**src/core/strap_cfg_pkg.sv**
```systemverilog
// Shared constants and types of the reset strap configuration block
package strap_cfg_pkg;

    // ------------------------------------------------------------
    // Register map (byte addresses, one aligned word each)
    // ------------------------------------------------------------
    localparam int ADDR_W = 8;
    localparam logic [ADDR_W-1:0] OFS_STRAP_STATUS = 8'h00;
    localparam logic [ADDR_W-1:0] OFS_IRQ_STATUS = 8'h04;
    localparam logic [ADDR_W-1:0] OFS_IRQ_MASK = 8'h08;
    localparam logic [ADDR_W-1:0] OFS_IRQ_ENABLE = 8'h0C;
    localparam logic [ADDR_W-1:0] OFS_IRQ_POLARITY = 8'h10;
    localparam logic [ADDR_W-1:0] OFS_PIN_LEVEL = 8'h14;

    // ------------------------------------------------------------
    // Field positions
    // ------------------------------------------------------------
    localparam int BIT_BYTE_ORDER = 0;
    localparam int BIT_HOST_WIDTH = 1;
    localparam int BIT_PCI_EN = 2;
    localparam int BIT_AUTOINIT = 3;
    localparam int LSB_BOOT = 4;
    localparam int LSB_CLKSEL = 6;
    localparam int BIT_BOOT_BAD = 8;
    localparam int BIT_CLK_BAD = 9;
    localparam int BIT_CFG_VALID = 10;
    localparam int LSB_EXT_IRQ = 0;
    localparam int BIT_NMI = 4;
    localparam int EXT_IRQ_N = 4;
    localparam int IRQ_W = 5;
    localparam int HOST_DATA_W = 32;

    // ------------------------------------------------------------
    // Encodings
    // ------------------------------------------------------------
    localparam logic [1:0] BOOT_NONE = 2'h0;
    localparam logic [1:0] BOOT_HOST = 2'h1;
    localparam logic [1:0] BOOT_RSVD = 2'h2;
    localparam logic [1:0] BOOT_ROM8 = 2'h3;
    localparam logic [1:0] CLK_INPUT = 2'h0;
    localparam logic [1:0] CLK_DIV4 = 2'h1;
    localparam logic [1:0] CLK_DIV6 = 2'h2;
    localparam logic [1:0] CLK_RSVD = 2'h3;
    localparam logic [2:0] DIV4_LAST = 3'h3;
    localparam logic [2:0] DIV6_LAST = 3'h5;
    localparam logic [31:0] LOW_HALF_OE = 32'h0000FFFF;

    // ------------------------------------------------------------
    // Values after reset
    // ------------------------------------------------------------
    localparam logic [IRQ_W-1:0] RST_IRQ_MASK = 5'h00;
    localparam logic [EXT_IRQ_N-1:0] RST_IRQ_ENABLE = 4'h0;
    localparam logic [EXT_IRQ_N-1:0] RST_IRQ_POLARITY = 4'h0;

    typedef enum logic {
        ST_CAPTURE,
        ST_RUN
    } cfg_state_t;

endpackage

```
**src/core/reset_strap_config.sv**
```systemverilog
// Reset strap capture, decoded configuration, NMI and external interrupt pins
`timescale 1ns/1ps

module reset_strap_config (
    input wire logic REF_CLK,
    input wire logic NRST,
    input wire logic BYTE_ORDER_STRAP,
    input wire logic HOST_DATA_BIT5_STRAP,
    input wire logic PCI_ENABLE_STRAP,
    input wire logic EEPROM_AUTOINIT_STRAP,
    input wire logic [1:0] BOOT_MODE_STRAP,
    input wire logic [1:0] EXTMEM_CLOCK_SELECT_STRAP,
    input wire logic EXTMEM_CLOCK_INPUT,
    input wire logic [strap_cfg_pkg::HOST_DATA_W-1:0] HOST_DATA_LINES_OE_REQ,
    input wire logic NMI_IN,
    input wire logic [strap_cfg_pkg::EXT_IRQ_N-1:0] EXTERNAL_IRQ_PIN,
    input wire logic PSEL,
    input wire logic PENABLE,
    input wire logic PWRITE,
    input wire logic [strap_cfg_pkg::ADDR_W-1:0] PADDR,
    input wire logic [31:0] PWDATA,
    input wire logic [3:0] PSTRB,
    output logic [31:0] PRDATA,
    output logic PREADY,
    output logic PSLVERR,
    output logic CONFIG_VALID,
    output logic BYTE_ORDER_LITTLE,
    output logic HOST_PORT_WIDTH_32,
    output logic HOST_PORT_EN,
    output logic GENERAL_PURPOSE_PIN_HI_EN,
    output logic PCI_PERIPH_EN,
    output logic EEPROM_AUTOINIT_EN,
    output logic BOOT_NO_BOOT,
    output logic BOOT_HOST_PORT,
    output logic BOOT_EXT_ROM8,
    output logic BOOT_MODE_INVALID,
    output logic EXTMEM_CLK_FROM_INPUT,
    output logic EXTMEM_CLK_EN,
    output logic EXTMEM_CLK_SEL_INVALID,
    output logic [strap_cfg_pkg::HOST_DATA_W-1:0] HOST_DATA_LINES_OE,
    output logic NMI_REQ,
    output logic [strap_cfg_pkg::EXT_IRQ_N-1:0] EXT_IRQ_REQ,
    output logic IRQ
);
    import strap_cfg_pkg::*;

    // ------------------------------------------------------------
    // State
    // ------------------------------------------------------------
    typedef struct packed {
        cfg_state_t state;
        logic byte_order;
        logic host32;
        logic pci_en;
        logic autoinit;
        logic [1:0] boot;
        logic [1:0] clksel;
        logic cfg_valid;
        logic little;
        logic width32;
        logic host_en;
        logic gen_pin_hi_en;
        logic pci_out;
        logic autoinit_out;
        logic boot_none;
        logic boot_host;
        logic boot_rom8;
        logic boot_bad;
        logic clk_input;
        logic clk_bad;
        logic [2:0] div_cnt;
        logic ext_clk_prev;
        logic clk_en;
        logic [HOST_DATA_W-1:0] host_oe;
        logic nmi_prev;
        logic nmi_req;
        logic [EXT_IRQ_N-1:0] pin_prev;
        logic [EXT_IRQ_N-1:0] ext_req;
        logic [EXT_IRQ_N-1:0] irq_en;
        logic [EXT_IRQ_N-1:0] pol;
        logic [IRQ_W-1:0] status;
        logic [IRQ_W-1:0] mask;
        logic irq;
        logic [31:0] prdata;
        logic pready;
        logic pslverr;
    } state_t;

    state_t state_r;
    state_t state_nxt;

    logic apb_setup;
    logic apb_write;
    logic lane0;
    logic [IRQ_W-1:0] events;
    logic [EXT_IRQ_N-1:0] edge_hit;
    logic [31:0] strap_word;

    always_comb begin
        state_nxt = state_r;
        events = '0;
        edge_hit = '0;
        strap_word = '0;
        apb_setup = PSEL & ~PENABLE;
        apb_write = PSEL & PENABLE & state_r.pready & PWRITE & ~state_r.pslverr;
        lane0 = PSTRB[0];

        // ------------------------------------------------------------
        // Strap capture
        // ------------------------------------------------------------
        // Async reset may only load constants, so straps are taken at the
        // first edge after release; board must hold them through that edge.
        case (state_r.state)
            ST_CAPTURE: begin
                state_nxt.byte_order = BYTE_ORDER_STRAP;
                state_nxt.host32 = HOST_DATA_BIT5_STRAP;
                state_nxt.pci_en = PCI_ENABLE_STRAP;
                state_nxt.autoinit = EEPROM_AUTOINIT_STRAP;
                state_nxt.boot = BOOT_MODE_STRAP;
                state_nxt.clksel = EXTMEM_CLOCK_SELECT_STRAP;
                state_nxt.state = ST_RUN;
            end
            ST_RUN: begin
                state_nxt.state = ST_RUN;
            end
            default: begin
                state_nxt.state = ST_CAPTURE;
            end
        endcase
        state_nxt.cfg_valid = (state_nxt.state == ST_RUN);

        // ------------------------------------------------------------
        // Decoded configuration
        // ------------------------------------------------------------
        state_nxt.little = state_nxt.byte_order;
        state_nxt.width32 = state_nxt.host32;
        state_nxt.host_en = state_nxt.cfg_valid & ~state_nxt.pci_en;
        state_nxt.gen_pin_hi_en = state_nxt.cfg_valid & ~state_nxt.pci_en;
        state_nxt.pci_out = state_nxt.cfg_valid & state_nxt.pci_en;
        // Gated by PCI enable so a misstrapped board cannot start the loader
        state_nxt.autoinit_out = state_nxt.cfg_valid & state_nxt.autoinit
            & state_nxt.pci_en;
        state_nxt.boot_none = state_nxt.cfg_valid & (state_nxt.boot == BOOT_NONE);
        state_nxt.boot_host = state_nxt.cfg_valid & (state_nxt.boot == BOOT_HOST);
        state_nxt.boot_rom8 = state_nxt.cfg_valid & (state_nxt.boot == BOOT_ROM8);
        state_nxt.boot_bad = state_nxt.cfg_valid & (state_nxt.boot == BOOT_RSVD);
        state_nxt.clk_input = state_nxt.cfg_valid & (state_nxt.clksel == CLK_INPUT);
        state_nxt.clk_bad = state_nxt.cfg_valid & (state_nxt.clksel == CLK_RSVD);

        // ------------------------------------------------------------
        // Host data line enables
        // ------------------------------------------------------------
        if (state_nxt.host_en && state_nxt.host32) begin
            state_nxt.host_oe = HOST_DATA_LINES_OE_REQ;
        end else if (state_nxt.host_en) begin
            state_nxt.host_oe = HOST_DATA_LINES_OE_REQ & LOW_HALF_OE;
        end else begin
            state_nxt.host_oe = '0;
        end

        // ------------------------------------------------------------
        // External memory clock enable
        // ------------------------------------------------------------
        state_nxt.ext_clk_prev = EXTMEM_CLOCK_INPUT;
        state_nxt.clk_en = 1'b0;
        state_nxt.div_cnt = '0;
        if (state_r.state == ST_RUN) begin
            case (state_r.clksel)
                CLK_INPUT: begin
                    state_nxt.clk_en = EXTMEM_CLOCK_INPUT & ~state_r.ext_clk_prev;
                end
                CLK_DIV4: begin
                    state_nxt.clk_en = (state_r.div_cnt == DIV4_LAST);
                    state_nxt.div_cnt = (state_r.div_cnt == DIV4_LAST) ? 3'h0
                        : state_r.div_cnt + 3'h1;
                end
                CLK_DIV6: begin
                    state_nxt.clk_en = (state_r.div_cnt == DIV6_LAST);
                    state_nxt.div_cnt = (state_r.div_cnt == DIV6_LAST) ? 3'h0
                        : state_r.div_cnt + 3'h1;
                end
                default: begin
                    // Reserved code: memory interface gets no clock at all
                    state_nxt.clk_en = 1'b0;
                end
            endcase
        end

        // ------------------------------------------------------------
        // Interrupt pins
        // ------------------------------------------------------------
        state_nxt.nmi_prev = NMI_IN;
        state_nxt.nmi_req = NMI_IN & ~state_r.nmi_prev;
        state_nxt.pin_prev = EXTERNAL_IRQ_PIN;
        for (int i = 0; i < EXT_IRQ_N; i++) begin
            // Polarity 0 rising, 1 falling
            edge_hit[i] = state_r.pol[i] ? (state_r.pin_prev[i] & ~EXTERNAL_IRQ_PIN[i])
                : (~state_r.pin_prev[i] & EXTERNAL_IRQ_PIN[i]);
        end
        state_nxt.ext_req = edge_hit & state_r.irq_en;
        events[LSB_EXT_IRQ +: EXT_IRQ_N] = state_nxt.ext_req;
        events[BIT_NMI] = state_nxt.nmi_req;

        // ------------------------------------------------------------
        // Register writes
        // ------------------------------------------------------------
        state_nxt.status = state_r.status;
        if (apb_write && lane0) begin
            case (PADDR)
                OFS_IRQ_STATUS: begin
                    state_nxt.status = state_r.status & ~PWDATA[IRQ_W-1:0];
                end
                OFS_IRQ_MASK: begin
                    state_nxt.mask = PWDATA[IRQ_W-1:0];
                end
                OFS_IRQ_ENABLE: begin
                    state_nxt.irq_en = PWDATA[EXT_IRQ_N-1:0];
                end
                OFS_IRQ_POLARITY: begin
                    state_nxt.pol = PWDATA[EXT_IRQ_N-1:0];
                end
                default: begin
                    state_nxt.mask = state_r.mask;
                end
            endcase
        end
        // Set after clear so a same-cycle event survives
        state_nxt.status = state_nxt.status | events;
        state_nxt.irq = |(state_nxt.status & state_nxt.mask);

        // ------------------------------------------------------------
        // Register reads
        // ------------------------------------------------------------
        strap_word[BIT_BYTE_ORDER] = state_r.byte_order;
        strap_word[BIT_HOST_WIDTH] = state_r.host32;
        strap_word[BIT_PCI_EN] = state_r.pci_en;
        strap_word[BIT_AUTOINIT] = state_r.autoinit;
        strap_word[LSB_BOOT +: 2] = state_r.boot;
        strap_word[LSB_CLKSEL +: 2] = state_r.clksel;
        strap_word[BIT_BOOT_BAD] = state_r.boot_bad;
        strap_word[BIT_CLK_BAD] = state_r.clk_bad;
        strap_word[BIT_CFG_VALID] = state_r.cfg_valid;

        // Zero wait states: answer prepared in setup, ready in access
        state_nxt.pready = apb_setup;
        if (apb_setup) begin
            state_nxt.pslverr = 1'b0;
            state_nxt.prdata = '0;
            case (PADDR)
                OFS_STRAP_STATUS: begin
                    state_nxt.prdata = strap_word;
                end
                OFS_IRQ_STATUS: begin
                    state_nxt.prdata[IRQ_W-1:0] = state_r.status;
                end
                OFS_IRQ_MASK: begin
                    state_nxt.prdata[IRQ_W-1:0] = state_r.mask;
                end
                OFS_IRQ_ENABLE: begin
                    state_nxt.prdata[EXT_IRQ_N-1:0] = state_r.irq_en;
                end
                OFS_IRQ_POLARITY: begin
                    state_nxt.prdata[EXT_IRQ_N-1:0] = state_r.pol;
                end
                OFS_PIN_LEVEL: begin
                    // Shared pins stay readable as inputs in either mode
                    state_nxt.prdata[EXT_IRQ_N-1:0] = state_r.pin_prev;
                end
                default: begin
                    state_nxt.pslverr = 1'b1;
                end
            endcase
        end else begin
            // Error is a one-cycle pulse beside PREADY, straight from a flop
            state_nxt.pslverr = 1'b0;
            if (!PSEL) begin
                state_nxt.prdata = '0;
            end
        end
    end

    // ------------------------------------------------------------
    // Flip-flops
    // ------------------------------------------------------------
    always_ff @(posedge REF_CLK or negedge NRST) begin
        if (!NRST) begin
            state_r <= '0;
            state_r.state <= ST_CAPTURE;
            state_r.byte_order <= 1'b1;
            // High so a pin already high at release is no edge
            state_r.nmi_prev <= 1'b1;
            state_r.irq_en <= RST_IRQ_ENABLE;
            state_r.pol <= RST_IRQ_POLARITY;
            state_r.mask <= RST_IRQ_MASK;
        end else begin
            state_r <= state_nxt;
        end
    end

    // ------------------------------------------------------------
    // Outputs
    // ------------------------------------------------------------
    // Plain flop copies, no gating on the way out
    assign PRDATA = state_r.prdata;
    assign PREADY = state_r.pready;
    assign PSLVERR = state_r.pslverr;
    assign CONFIG_VALID = state_r.cfg_valid;
    assign BYTE_ORDER_LITTLE = state_r.little;
    assign HOST_PORT_WIDTH_32 = state_r.width32;
    assign HOST_PORT_EN = state_r.host_en;
    assign GENERAL_PURPOSE_PIN_HI_EN = state_r.gen_pin_hi_en;
    assign PCI_PERIPH_EN = state_r.pci_out;
    assign EEPROM_AUTOINIT_EN = state_r.autoinit_out;
    assign BOOT_NO_BOOT = state_r.boot_none;
    assign BOOT_HOST_PORT = state_r.boot_host;
    assign BOOT_EXT_ROM8 = state_r.boot_rom8;
    assign BOOT_MODE_INVALID = state_r.boot_bad;
    assign EXTMEM_CLK_FROM_INPUT = state_r.clk_input;
    assign EXTMEM_CLK_EN = state_r.clk_en;
    assign EXTMEM_CLK_SEL_INVALID = state_r.clk_bad;
    assign HOST_DATA_LINES_OE = state_r.host_oe;
    assign NMI_REQ = state_r.nmi_req;
    assign EXT_IRQ_REQ = state_r.ext_req;
    assign IRQ = state_r.irq;

endmodule

```
**config.mk**
```make
export PLATFORM = sky130hd
export DESIGN_NAME = reset_strap_config
export DESIGN_NICKNAME = d
export VERILOG_FILES = /design/src/core/strap_cfg_pkg.sv /design/src/core/reset_strap_config.sv
export SDC_FILE = /design/constraint.sdc
export NUM_CORES = 1
export LEC_CHECK = 0
export BUFFER_PORTS_ARGS = -buffer_cell sky130_fd_sc_hd__buf_4
export CAP_MARGIN = 20
export CELL_PAD_IN_SITES_DETAIL_PLACEMENT = 0
export CELL_PAD_IN_SITES_GLOBAL_PLACEMENT = 1
export CORE_MARGIN = 2
export CORE_UTILIZATION = 30
export DETAILED_ROUTE_END_ITERATION = 10
export PLACE_DENSITY_LB_ADDON = 0.3
export SLEW_MARGIN = 20
export SYNTH_ARGS = -nofsm -noshare
export SYNTH_HDL_FRONTEND = slang
export SYNTH_SLANG_ARGS = --single-unit
```
**constraint.sdc**
```tcl
create_clock -name REF_CLK -period 2.5 [get_ports REF_CLK]
set_clock_uncertainty 0.2 [all_clocks]
set_input_delay 0.25 -clock REF_CLK [delete_from_list [all_inputs] [get_ports REF_CLK]]
set_output_delay 0.25 -clock REF_CLK [all_outputs]
set_load 0.03 [all_outputs]
```
==> reports/summary.txt, run 1 <==
STATUS
--------------------------------------------------------------------------------------------------------
Result of the run                                                                           finished clean

POWER AND IR DROP
--------------------------------------------------------------------------------------------------------
Total power per unit cell area                                                               617 nW/um^2
Max IR drop VDD                                                                               0.000328 V
Leakage power total                                                                              2.98 nW

GRT
--------------------------------------------------------------------------------------------------------
Wire length of the first global-routing pass                                                   15,800 um
Global routing usage summed across all routing layers                                              0.131
Global-route layer with the greatest usage                                                          met2
Pin count of the biggest net entering global routing                                                  43
Met2 track demand over resource in global routing                                                  0.216
Met3 layer usage reported by global route                                                         0.0236
Met1 layer usage reported by global route                                                          0.161
Remaining global-route overflow                                                                        0
Initial antenna violation count                                                                        0
Number of global-route vias before repair                                                          3,008

CELLS AND AREA
--------------------------------------------------------------------------------------------------------
Area Growth Syn to Fin                                                                             36.5%
Count of inserted antenna diode cells                                                                  0
Share of final-layout standard cells stronger than drive strength 1                                0.366
Nets                                                                                                 603

CLOCKING
--------------------------------------------------------------------------------------------------------
Clock network latency to the later pin of the worst-skew pair                                     340 ps
Max Buffers Root-to-Sink                                                                               2
Cell at the root of the clock tree                                                             clkbuf_16
Post-CTS clock slew at the launch and capture registers of the worst setup and hold paths          70 ps
Clock sink count                                                                                      97
Clock buffers created by TritonCTS                                                                     9
Post-CTS setup buffers                                                                                 0
H-tree depth reported by CTS                                                                           3
TritonCTS clock tree                                                                               built

STA
--------------------------------------------------------------------------------------------------------
Tmin final                                                                                       2150 ps
Finish-stage setup viols                                                                               0
Tightest Pin Transition                                                                           545 ps
Final sum of negative setup slack                                                                   0 ps
Highest Clock Rate                                                                             0.466 GHz
Worst-case setup margin in the final layout                                                       353 ps
Setup repair after global routing missed its margin                                                   no
Slew headroom                                                                                      0.636
Slew Limit Fails                                                                                       0
Final number of hold-violating endpoints                                                               0
Period utilization                                                                                 0.859

RUN
--------------------------------------------------------------------------------------------------------
Max-capacitance violation count                                                                        0

ROUTE
--------------------------------------------------------------------------------------------------------
Routed Antenna Nets                                                                                    0
Number of remaining DRC errors                                                                         0
Via density                                                                                         4.26
Routed wire length                                                                               9750 um
Via count of the routed design                                                                     2,907
First-pass iteration count of the detailed router                                                      4
Per-cell routed wire length                                                                      14.3 um
Drt initial violations                                                                               135

FLOORPLAN
--------------------------------------------------------------------------------------------------------
Number of placement rows                                                                              43
Starting density of the core                                                                       0.310
Std-Cell Core Area                                                                           14,000 um^2
Top Ports                                                                                            181
Die area                                                                                     15,500 um^2
Die Y                                                                                             124 um
Die width                                                                                         124 um

WORST SETUP PATH
--------------------------------------------------------------------------------------------------------
Critical path endpoint category                                                                 register
Critical Path Start Type                                                                        register
Worst-path maximum fanout                                                                              4
Critical path type                                                                               reg2reg
Required time worst endpoint                                                                     2520 ps
Arrival time worst endpoint                                                                      2170 ps

PLACE
--------------------------------------------------------------------------------------------------------
Placement-stage worst setup slack                                                                 108 ps
Sum of net half-perimeters after detailed placement                                              7000 um
Port buffer count                                                                                    129
Global placement routability congestion                                                            0.764

YOSYS
--------------------------------------------------------------------------------------------------------
Ys flop type                                                                                     dfrtp_1
Flop and latch count out of synthesis                                                                 97
Number of warnings printed during yosys synthesis                                                      0
Sequential cell area fraction in the yosys report                                                  0.559
Number of synthesized flops with an enable pin                                                         0
Post-Synthesis Cells                                                                                 357
Count of cell types in the netlist                                                                    44
Asr flop ratio synth                                                                                1.00
Mean area per synthesized cell                                                                 12.2 um^2
Post-synthesis instance area                                                                   4350 um^2

HOLD PATH
--------------------------------------------------------------------------------------------------------
Hold WC Path Type                                                                                 in2reg

==> state kept, by name (all words and copies together), names as in the netlist <==
register / flops
IRQ: 1
HOST_DATA_LINES_OE: 32
BYTE_ORDER_LITTLE: 1
HOST_PORT_WIDTH_32: 1
state_r: 33
EXTMEM_CLK_EN: 1
EEPROM_AUTOINIT_EN: 1
BOOT_EXT_ROM8: 1
PSLVERR: 1
CONFIG_VALID: 1
PREADY: 1
NMI_REQ: 1
PRDATA: 11
BOOT_HOST_PORT: 1
EXT_IRQ_REQ: 4
EXTMEM_CLK_SEL_INVALID: 1
PCI_PERIPH_EN: 1
GENERAL_PURPOSE_PIN_HI_EN: 1
EXTMEM_CLK_FROM_INPUT: 1
BOOT_NO_BOOT: 1
BOOT_MODE_INVALID: 1
==> power by group <==
part | leakage (nW) | switching (mW) | internal, mW
clock network | 0.146 | 0.590 | 0.802
registers | 1.27 | 0.0368 | 1.65
logic | 1.56 | 0.333 | 0.258
total | 2.98 | 0.960 | 2.71
==> cells in the final DEF, fill, tap and decap left out, types with 2 or more instances in the layout <==
cell type | netlist | final
a21boi_0 | 6 | 6
a21oi_1 | 2 | 2
a222oi_1 | 3 | 3
a22o_1 | 6 | 6
a22oi_1 | 2 | 2
and2_1 | 19 | 19
and3_1 | 16 | 16
buf_4 | 70 | 137
clkbuf_16 | 0 | 9
conb_1 | 2 | 22
dfrtp_1 | 95 | 95
dfstp_2 | 2 | 2
dlygate4sd3_1 | 0 | 50
ha_1 | 9 | 9
inv_1 | 12 | 12
mux2_1 | 4 | 4
mux2_2 | 14 | 14
mux2i_1 | 4 | 3
mux4_2 | 4 | 4
nand2_1 | 13 | 13
nand3b_1 | 4 | 4
nand4b_1 | 3 | 3
nor2_1 | 17 | 17
nor2b_1 | 5 | 5
nor3_1 | 3 | 3
nor3b_1 | 3 | 3
nor4_4 | 2 | 2
o21ai_0 | 11 | 11
or2_2 | 4 | 4
==> cells in the mapped netlist (all sizes together) (4+ instances only) <==
| cell type | instances | area, um^2 |
|---|---|---|
| nor2 | 17 | 63.8 |
| inv | 12 | 45.0 |
| clkbuf | 6 | 22.5 |
| nor2b | 5 | 31.3 |
| buf | 71 | 537 |
| nand2 | 13 | 48.8 |
| and3 | 16 | 100 |
| or2 | 5 | 33.8 |
| o21ai | 11 | 55.1 |
| and2 | 19 | 119 |
| ha | 9 | 113 |
| a22o | 6 | 52.6 |
| mux2 | 18 | 203 |
| nor3 | 4 | 25.0 |
| mux4 | 4 | 90.1 |
| nand3b | 4 | 30.0 |
| mux2i | 4 | 40.0 |
| a21boi | 6 | 45.0 |
| dfrtp | 95 | 2380 |
==> worst max-delay path, stage by stage, from the launching register on <==
cell,delay [ps]
dfrtp_1,370
nand4b_1,350
nor4_4,370
buf_4,200
mux2_2,330
o21ai_0,100
nand4_1,110
==> cells by family (layout without fill, tap and decap cells) <==
kind of cell / after synthesis / count (layout) / share of synthesized area
muxes: 26 / 26 / 0.0765
buffers and inverters: 89 / 215 / 0.139
AOI/OAI and AO/OA: 34 / 34 / 0.0547
other: 2 / 22 / 0.00173
and+or+nand+nor: 100 / 100 / 0.143
adders and majority gates: 9 / 9 / 0.0259
DFF: 97 / 97 / 0.559
==> per-layer routing <==
layer | share of wire | up-vias
met4 | 0.030 | 0
met1 | 0.43 | 1393
met3 | 0.041 | 18
met2 | 0.50 | 92
met5 | 0 | -
li1 | - | 1404
==> area by class of cell <==
class / instances / area [um^2]
Clock buffer: 11 / 243
Clock inverter: 4 / 52.6
Fill cell: 1331 / 8110
Inverter: 12 / 45.0
Multi-Input combinational cell: 191 / 1390
Sequential cell: 97 / 2430
Tap cell: 180 / 225
Timing Repair Buffer: 188 / 1550
==> final timing paths <==
| path | to | cells past startpoint | slack [ps] | startpoint |
|---|---|---|---|---|
| setup / recovery | IRQ | 6 | 350 | PSLVERR |
| hold / removal | state_r[115] | 3 | 30 | BOOT_MODE_STRAP[0] |
| setup reg to reg | IRQ | 6 | 350 | PSLVERR |
| hold reg to reg | PRDATA[3] | 2 | 280 | PRDATA[3] |
| max in group asynchronous | state_r[120] | 3 | 1210 | NRST |
| min in group asynchronous | HOST_DATA_LINES_OE[30] | 2 | 230 | NRST |
==> metrics by stage <==
step                hold slack [ps]  std cells  power, mW  utilization  cell area (um^2)
finish                         26.8        683       3.67        0.423              5940
global route                   33.0        683       3.83        0.423              5940
CTS                            12.0        683       3.71        0.423              5940
detailed placement             77.6        618       2.25        0.366              5140
global placement               74.3        618       2.24        0.366              5140
floorplan                      -246        377       2.07            -              4420
==> timing repair <==
| action | 4_1_cts | 5_1_grt |
|---|---|---|
| resized for setup | 0 | 0 |
| hold endpoints to repair | 99 | 0 |
| hold buffers | 50 | 0 |
Power figures use the tool's default switching activity.
==> inputs of run 2 (changes only) <==
--- a/config.mk
+++ b/config.mk
@@ -6,7 +6,7 @@
 export NUM_CORES = 1
 export LEC_CHECK = 0
 export BUFFER_PORTS_ARGS = -buffer_cell sky130_fd_sc_hd__buf_4
-export CAP_MARGIN = 20
+export CAP_MARGIN = 40
 export CELL_PAD_IN_SITES_DETAIL_PLACEMENT = 0
 export CELL_PAD_IN_SITES_GLOBAL_PLACEMENT = 1
 export CORE_MARGIN = 2
==> constraint.sdc (replaced) <==
create_clock -name REF_CLK -period 2.2 [get_ports REF_CLK]
set_clock_uncertainty 0.2 [all_clocks]
set_input_delay 0.22 -clock REF_CLK [delete_from_list [all_inputs] [get_ports REF_CLK]]
set_output_delay 0.22 -clock REF_CLK [all_outputs]
set_load 0.03 [all_outputs]
==> reports/summary.txt, run 2 (same netlist as run 1, synthesis figures left out) <==
CELLS AND AREA
--------------------------------------------------------------------------------------------------------
Post-Layout Cell Count                                                                               694   +1.6%
Register ranked first by flip-flop count                                                         state_r
Flip-flop count of the largest register, all copies and words added                                   33   unchanged
Share of the core filled with cells in the final layout                                            0.428   +0.00526
Nets                                                                                                 613   +1.7%
Commonest non-fill, non-tap cells in the layout                                             145 x buf_4, 95 x dfrtp_1, 52 x dlygate4sd3_1
Share of final-layout standard cells stronger than drive strength 1                                0.379   +0.0136
Area Growth Syn to Fin                                                                             38.2%
Count of inserted antenna diode cells                                                                  0   unchanged
Leading cell type in the layout, fill and taps excluded                                            buf_4

ROUTE
--------------------------------------------------------------------------------------------------------
Via density                                                                                         4.33   +1.6%
Top layer used by detailed routing                                                                  met4
Total met2 wirelength after detailed routing                                                     5040 um   +4.3%
Routed Antenna Nets                                                                                    0   unchanged
Met3 routed WL                                                                                    447 um   +13%
Per-cell routed wire length                                                                      14.4 um   +0.56%
Number of remaining DRC errors                                                                         0   unchanged
Drt initial violations                                                                               149   +10%
Via count of the routed design                                                                     3,002   +3.3%
First-pass iteration count of the detailed router                                                      4   unchanged
Routed wire length                                                                               9960 um   +2.2%
Routed metal-1 wirelength                                                                        4300 um   +1.7%

GRT
--------------------------------------------------------------------------------------------------------
Pin count of the biggest net entering global routing                                                  41   -4.7%
Remaining global-route overflow                                                                        0   unchanged
Global routing usage summed across all routing layers                                              0.131   +0.000459
Number of global-route vias before repair                                                          3,059   +1.7%
Wire length of the first global-routing pass                                                   16,100 um   +2.1%
Initial antenna violation count                                                                        0   unchanged

WORST SETUP PATH
--------------------------------------------------------------------------------------------------------
Path depth of the worst reg2reg path                                                                   6   unchanged
Crit. Startpoint                                                                                 PSLVERR
Cell-by-cell trace of the critical path                                                     nand4b_1 -> nor4_4 -> buf_4 -> mux2_2 -> o21ai_2 -> nand4_1
Critical register-to-register path endpoint                                                          IRQ
Critical path type                                                                               reg2reg
Worst setup endpoint                                                                                 IRQ
Required time worst endpoint                                                                     2210 ps   -310 ps
Internal reg-to-reg setup slack                                                                   160 ps   -200 ps
Critical Path Max Stage Delay                                                                     370 ps   about the same
Critical path endpoint category                                                                 register
Critical Path Slowest Stage Cell                                                                 dfrtp_1
Worst-path maximum fanout                                                                              3   -1
Critical Path Start Type                                                                        register
Startpoint of the most critical register-to-register path                                        PSLVERR
Arrival time worst endpoint                                                                      2060 ps   -110 ps

FLOORPLAN
--------------------------------------------------------------------------------------------------------
Std-Cell Core Area                                                                           14,000 um^2   unchanged
Top Ports                                                                                            181   unchanged
Die width                                                                                         124 um   unchanged
Die Y                                                                                             124 um   unchanged
Number of placement rows                                                                              43   unchanged
Die area                                                                                     15,500 um^2   unchanged
Starting density of the core                                                                       0.310   unchanged

PLACE
--------------------------------------------------------------------------------------------------------
Port buffer count                                                                                    129   unchanged
Global placement routability congestion                                                            0.772   +1.0%
Cell Count Post-Placement                                                                            625   +1.1%
Sum of net half-perimeters after detailed placement                                              7040 um   +0.56%
Placement-stage worst setup slack                                                                -157 ps   -265 ps

STA
--------------------------------------------------------------------------------------------------------
Final number of hold-violating endpoints                                                               0   unchanged
Setup repair after global routing missed its margin                                                   no
Highest Clock Rate                                                                             0.489 GHz   +5.0%
Slew Limit Fails                                                                                       0   unchanged
Period utilization                                                                                 0.929   +0.0702
Tmin final                                                                                       2040 ps   -103 ps
Tightest Pin Transition                                                                           520 ps   -24.8 ps
Slew headroom                                                                                      0.653   +0.0165
Worst-case setup margin in the final layout                                                       157 ps   -197 ps
Final sum of negative setup slack                                                                   0 ps   unchanged
Worst hold slack                                                                                 22.4 ps   -4.48 ps
Finish-stage setup viols                                                                               0   unchanged

POWER AND IR DROP
--------------------------------------------------------------------------------------------------------
Max IR drop VDD                                                                               0.000334 V   +1.6%
Portion of total power attributed to combinational logic                                           0.167   +0.006
Switching pwr                                                                                    1.14 mW   +19%
Leakage power total                                                                              3.01 nW   +1.1%
Total power per unit cell area                                                               682 nW/um^2   +10%
Share of total power in sequential cells                                                           0.467   +0.008
P_int                                                                                            2.95 mW   +9.2%
Clock share of power                                                                               0.366   -0.014
Switching Share                                                                                    0.279   +0.0170

HOLD PATH
--------------------------------------------------------------------------------------------------------
Hold WC Path Type                                                                                 in2reg
Start point of the worst hold path                                                               PENABLE

STATUS
--------------------------------------------------------------------------------------------------------
Result of the run                                                                           finished clean

CLOCKING
--------------------------------------------------------------------------------------------------------
Post-CTS clock slew at the launch and capture registers of the worst setup and hold paths          70 ps   about the same
H-tree depth reported by CTS                                                                           3   unchanged
TritonCTS clock tree                                                                               built
Cell at the root of the clock tree                                                             clkbuf_16
Max Buffers Root-to-Sink                                                                               2   unchanged
Clock sink count                                                                                      97   unchanged
Clock buffers created by TritonCTS                                                                     9   unchanged
Clock network latency to the later pin of the worst-skew pair                                     340 ps   about the same

RUN
--------------------------------------------------------------------------------------------------------
Max-capacitance violation count                                                                        0   unchanged

-- run 2: cell types whose count changed in the layout (fill, tap and decap cells not counted), moves of 2 or more --
| cell | before | now |
|---|---|---|
| dlygate4sd3_1 | 50 | 52 |
| buf_4 | 137 | 145 |
| clkinvlp_4 | 0 | 2 |
| o21ai_0 | 11 | 9 |
| o21ai_2 | 0 | 2 |
-- run 2: per-stage QoR --
| step | total power, mW | instance area, um^2 |
|---|---|---|
| 5_1_grt | 4.27 | 6010 |
| 3_5_place_dp | 2.56 | 5190 |
| 3_3_place_gp | 2.55 | 5190 |
| 6_report | 4.10 | 6010 |
| 2_1_floorplan | 2.35 | 4420 |
| 4_1_cts | 4.14 | 6000 |
-- run 2: worst min path at each step --
stage | end | depth (start not counted) | slack [ps]
floorplan | BOOT_EXT_ROM8 | 0 | -280
global placement | HOST_DATA_LINES_OE[29] | 1 | 20
detailed placement | HOST_DATA_LINES_OE[29] | 1 | 20
CTS | PRDATA[4] | 3 | 10
global route | PRDATA[4] | 3 | 40
finish | PRDATA[4] | 3 | 20
-- run 2: metal layers --
metal | GRT usage | vias up
li1 | - | 1428
met1 | 0.166 | 1472
met2 | 0.219 | 90
met3 | 0.0279 | 12
met4 | 0.0509 | 0
met5 | 0 | -
-- run 2: power by group through the flow --
stage | Clock [mW] | Combinational [mW] | Sequential (mW)
after floorplan | 0 | 0.366 | 1.98
after global placement | 0 | 0.605 | 1.95
after detailed placement | 0 | 0.613 | 1.95
after CTS | 1.54 | 0.690 | 1.91
after global routing | 1.61 | 0.735 | 1.92
final | 1.50 | 0.686 | 1.91
-- run 2: worst max-delay path, delay by kind of cell (launching register included) --
kind / cells / cell delay (ps)
mux: 1 / 350
flops: 1 / 370
simple gates: 3 / 740
buf+inv: 1 / 190
compound gates: 1 / 70
-- run 2: area by class of cell --
class	instances	area, um^2
Fill cell	1342	8030
Sequential cell	97	2430
Timing Repair Buffer	198	1630
Multi-Input combinational cell	191	1400
Clock buffer	10	229
Tap cell	180	225
Clock inverter	6	52.6
Inverter	12	45.0
-- run 2: repair_timing --
action / 4_1_cts / 5_1_grt
hold endpoints to repair: 100 / 0
endpoints found under the setup margin: 0 / 1
buffers inserted: 0 / 1
gates resized for setup: 0 / 4
hold buffers: 52 / 0
==> inputs of run 3 (changes only) <==
--- a/config.mk
+++ b/config.mk
@@ -7,12 +7,13 @@
 export LEC_CHECK = 0
 export BUFFER_PORTS_ARGS = -buffer_cell sky130_fd_sc_hd__buf_4
 export CAP_MARGIN = 40
-export CELL_PAD_IN_SITES_DETAIL_PLACEMENT = 0
-export CELL_PAD_IN_SITES_GLOBAL_PLACEMENT = 1
+export CELL_PAD_IN_SITES_DETAIL_PLACEMENT = 2
+export CELL_PAD_IN_SITES_GLOBAL_PLACEMENT = 2
 export CORE_MARGIN = 2
 export CORE_UTILIZATION = 30
 export DETAILED_ROUTE_END_ITERATION = 10
 export PLACE_DENSITY_LB_ADDON = 0.3
+export SKIP_LAST_GASP = 1
 export SLEW_MARGIN = 20
 export SYNTH_ARGS = -nofsm -noshare
 export SYNTH_HDL_FRONTEND = slang
==> reports/summary.txt, run 3 (same netlist as run 1, synthesis figures left out) <==
STATUS
--------------------------------------------------------------------------------------------------------
Result of the run                                                                           finished clean

ROUTE
--------------------------------------------------------------------------------------------------------
Per-cell routed wire length                                                                      17.7 um   +23%
Via count of the routed design                                                                     3,102   +3.3%
First-pass iteration count of the detailed router                                                      4   unchanged
Via density                                                                                         4.45   +2.9%
Drt initial violations                                                                                87   -42%
Routed Antenna Nets                                                                                    0   unchanged
Number of remaining DRC errors                                                                         0   unchanged
Routed wire length                                                                             12,300 um   +24%

CLOCKING
--------------------------------------------------------------------------------------------------------
Clock buffers created by TritonCTS                                                                     9   unchanged
Cell at the root of the clock tree                                                             clkbuf_16
Clock network latency to the later pin of the worst-skew pair                                     340 ps   about the same
Clock sink count                                                                                      97   unchanged
Max Buffers Root-to-Sink                                                                               2   unchanged
Post-CTS clock slew at the launch and capture registers of the worst setup and hold paths          70 ps   about the same
TritonCTS clock tree                                                                               built
H-tree depth reported by CTS                                                                           3   unchanged

GRT
--------------------------------------------------------------------------------------------------------
Pin count of the biggest net entering global routing                                                  38   -7.3%
Global routing usage summed across all routing layers                                              0.163   +0.0324
Remaining global-route overflow                                                                        0   unchanged
Met2 track demand over resource in global routing                                                  0.297   +0.0778
Met3 layer usage reported by global route                                                         0.0253   -0.00258
Global-route layer with the greatest usage                                                          met2
Wire length of the first global-routing pass                                                   20,000 um   +24%
Initial antenna violation count                                                                        0   unchanged
Number of global-route vias before repair                                                          3,582   +17%
Met1 layer usage reported by global route                                                          0.197   +0.0310

POWER AND IR DROP
--------------------------------------------------------------------------------------------------------
Total power per unit cell area                                                               693 nW/um^2   +1.6%
Leakage power total                                                                              3.06 nW   +1.6%
Final Power                                                                                      4.21 mW   +2.7%
Max IR drop VDD                                                                               0.000377 V   +13%

CELLS AND AREA
--------------------------------------------------------------------------------------------------------
Area Growth Syn to Fin                                                                             39.7%
Commonest non-fill, non-tap cells in the layout                                             148 x buf_4, 95 x dfrtp_1, 52 x dlygate4sd3_1
Post-Layout Cell Count                                                                               697   +0.43%
Count of inserted antenna diode cells                                                                  0   unchanged
Register ranked first by flip-flop count                                                         state_r
Nets                                                                                                 616   +0.49%
Leading cell type in the layout, fill and taps excluded                                            buf_4
Sequential cell area                                                                           2430 um^2   unchanged
Share of final-layout standard cells stronger than drive strength 1                                0.387   +0.00747
Share of the core filled with cells in the final layout                                            0.432   +0.00437
Flip-flop count of the largest register, all copies and words added                                   33   unchanged
Number of fill cells                                                                               1,435   +6.9%
Multi-input gate area                                                                          1430 um^2   +1.9%

FLOORPLAN
--------------------------------------------------------------------------------------------------------
Top Ports                                                                                            181   unchanged
Die Y                                                                                             124 um   unchanged
Starting density of the core                                                                       0.310   unchanged
Die area                                                                                     15,500 um^2   unchanged
Die width                                                                                         124 um   unchanged
Std-Cell Core Area                                                                           14,000 um^2   unchanged
Number of placement rows                                                                              43   unchanged

WORST SETUP PATH
--------------------------------------------------------------------------------------------------------
Critical path's top delay family                                                            simple AND/OR/NAND/NOR gates
Buf+Inv Stages, Crit Path                                                                              1   unchanged
Path depth of the worst reg2reg path                                                                   6   unchanged
Critical Path Slowest Stage Cell                                                                 dfrtp_1
Internal reg-to-reg setup slack                                                                   100 ps   -50 ps
Required time worst endpoint                                                                     2220 ps   about the same
Startpoint of the most critical register-to-register path                                        PSLVERR
Arrival time worst endpoint                                                                      2120 ps   +60 ps
Critical Path Start Type                                                                        register
Critical Path Max Stage Delay                                                                     390 ps   +20 ps
Critical path type                                                                               reg2reg
Cell-by-cell trace of the critical path                                                     nand4b_1 -> nor4_4 -> buf_4 -> mux2_2 -> o21ai_0 -> nand4_1
Worst-path maximum fanout                                                                              3   unchanged
Critical register-to-register path endpoint                                                          IRQ
Critical path endpoint category                                                                 register

STA
--------------------------------------------------------------------------------------------------------
Slew Limit Fails                                                                                       0   unchanged
Setup repair after global routing missed its margin                                                  yes
Slew headroom                                                                                      0.655   +0.00232
Highest Clock Rate                                                                             0.477 GHz   -2.5%
Period utilization                                                                                 0.953   +0.0239
Finish-stage setup viols                                                                               0   unchanged
Final sum of negative setup slack                                                                   0 ps   unchanged
Worst hold slack                                                                                 54.9 ps   +32.6 ps
Tmin final                                                                                       2100 ps   +52.7 ps
Tightest Pin Transition                                                                           513 ps   -6.95 ps
Final number of hold-violating endpoints                                                               0   unchanged

PLACE
--------------------------------------------------------------------------------------------------------
Port buffer count                                                                                    129   unchanged
Cell Count Post-Placement                                                                            627   +0.32%
Global placement routability congestion                                                            0.748   -3.0%
Sum of net half-perimeters after detailed placement                                              8440 um   +20%

HOLD PATH
--------------------------------------------------------------------------------------------------------
Hold WC Path Type                                                                                 in2reg
Hold EP                                                                                        PRDATA[4]
Start point of the worst hold path                                                               PENABLE
Number of stages on the worst hold path                                                                3   unchanged

RUN
--------------------------------------------------------------------------------------------------------
Max-capacitance violation count                                                                        0   unchanged

[run 3: cell types whose count changed in the layout (fill, tap and decap cells not counted), sizes merged]
| cell | delta |
|---|---|
| buf | +3 |
| bufinv | +1 |
| clkinvlp | -1 |
[run 3: timing repair]
item,in CTS,in global routing
setup endpoints to repair,0,1
gates resized for setup,0,8
setup buffers,0,2
hold endpoints to repair,129,0
hold buffers,52,0
[run 3: layout make-up]
cell class,count,area share
clock buffers,10,0.0377
clock inverters,6,0.0107
inverters,12,0.00742
multi-input cells,191,0.235
flip-flops and latches,97,0.400
well taps,180,0.0371
repair buffers,201,0.272
[run 3: worst max-delay path by stage]
| stage | from | endpoint | slack (ps) | cells past startpoint |
|---|---|---|---|---|
| after floorplan | PSLVERR | IRQ | 30 | 5 |
| after global placement | PADDR[1] | state_r[52] | -170 | 7 |
| after detailed placement | PADDR[1] | state_r[52] | -200 | 7 |
| after CTS | PSLVERR | IRQ | 20 | 7 |
| after global routing | PSLVERR | state_r[46] | -30 | 6 |
| final | PSLVERR | IRQ | 100 | 6 |
[run 3: power by group]
part	total, mW	leakage, nW	internal (mW)	switching [mW]
sequential	1.92	1.27	1.87	0.0498
combinational	0.706	1.64	0.303	0.403
clock	1.58	0.143	0.887	0.695
total	4.21	3.06	3.06	1.15
[run 3: metal layers]
layer	vias up	part of all wire
li1	1424	-
met1	1576	0.43
met2	92	0.53
met3	10	0.034
met4	0	0.013
met5	-	0
[run 3: metrics by stage]
step	setup WS, ps	cell area [um^2]
global placement	-173	5210
CTS	22.6	6020
global route	-30.9	6070
finish	104	6070
floorplan	33.6	4420
detailed placement	-195	5210
[run 3: tightest hold or removal path, delay by kind of cell]
family                 cells  cell delay (ps)
buffers and inverters      1              120
and+or+nand+nor            1              120
AOI/OAI and AO/OA          1               80
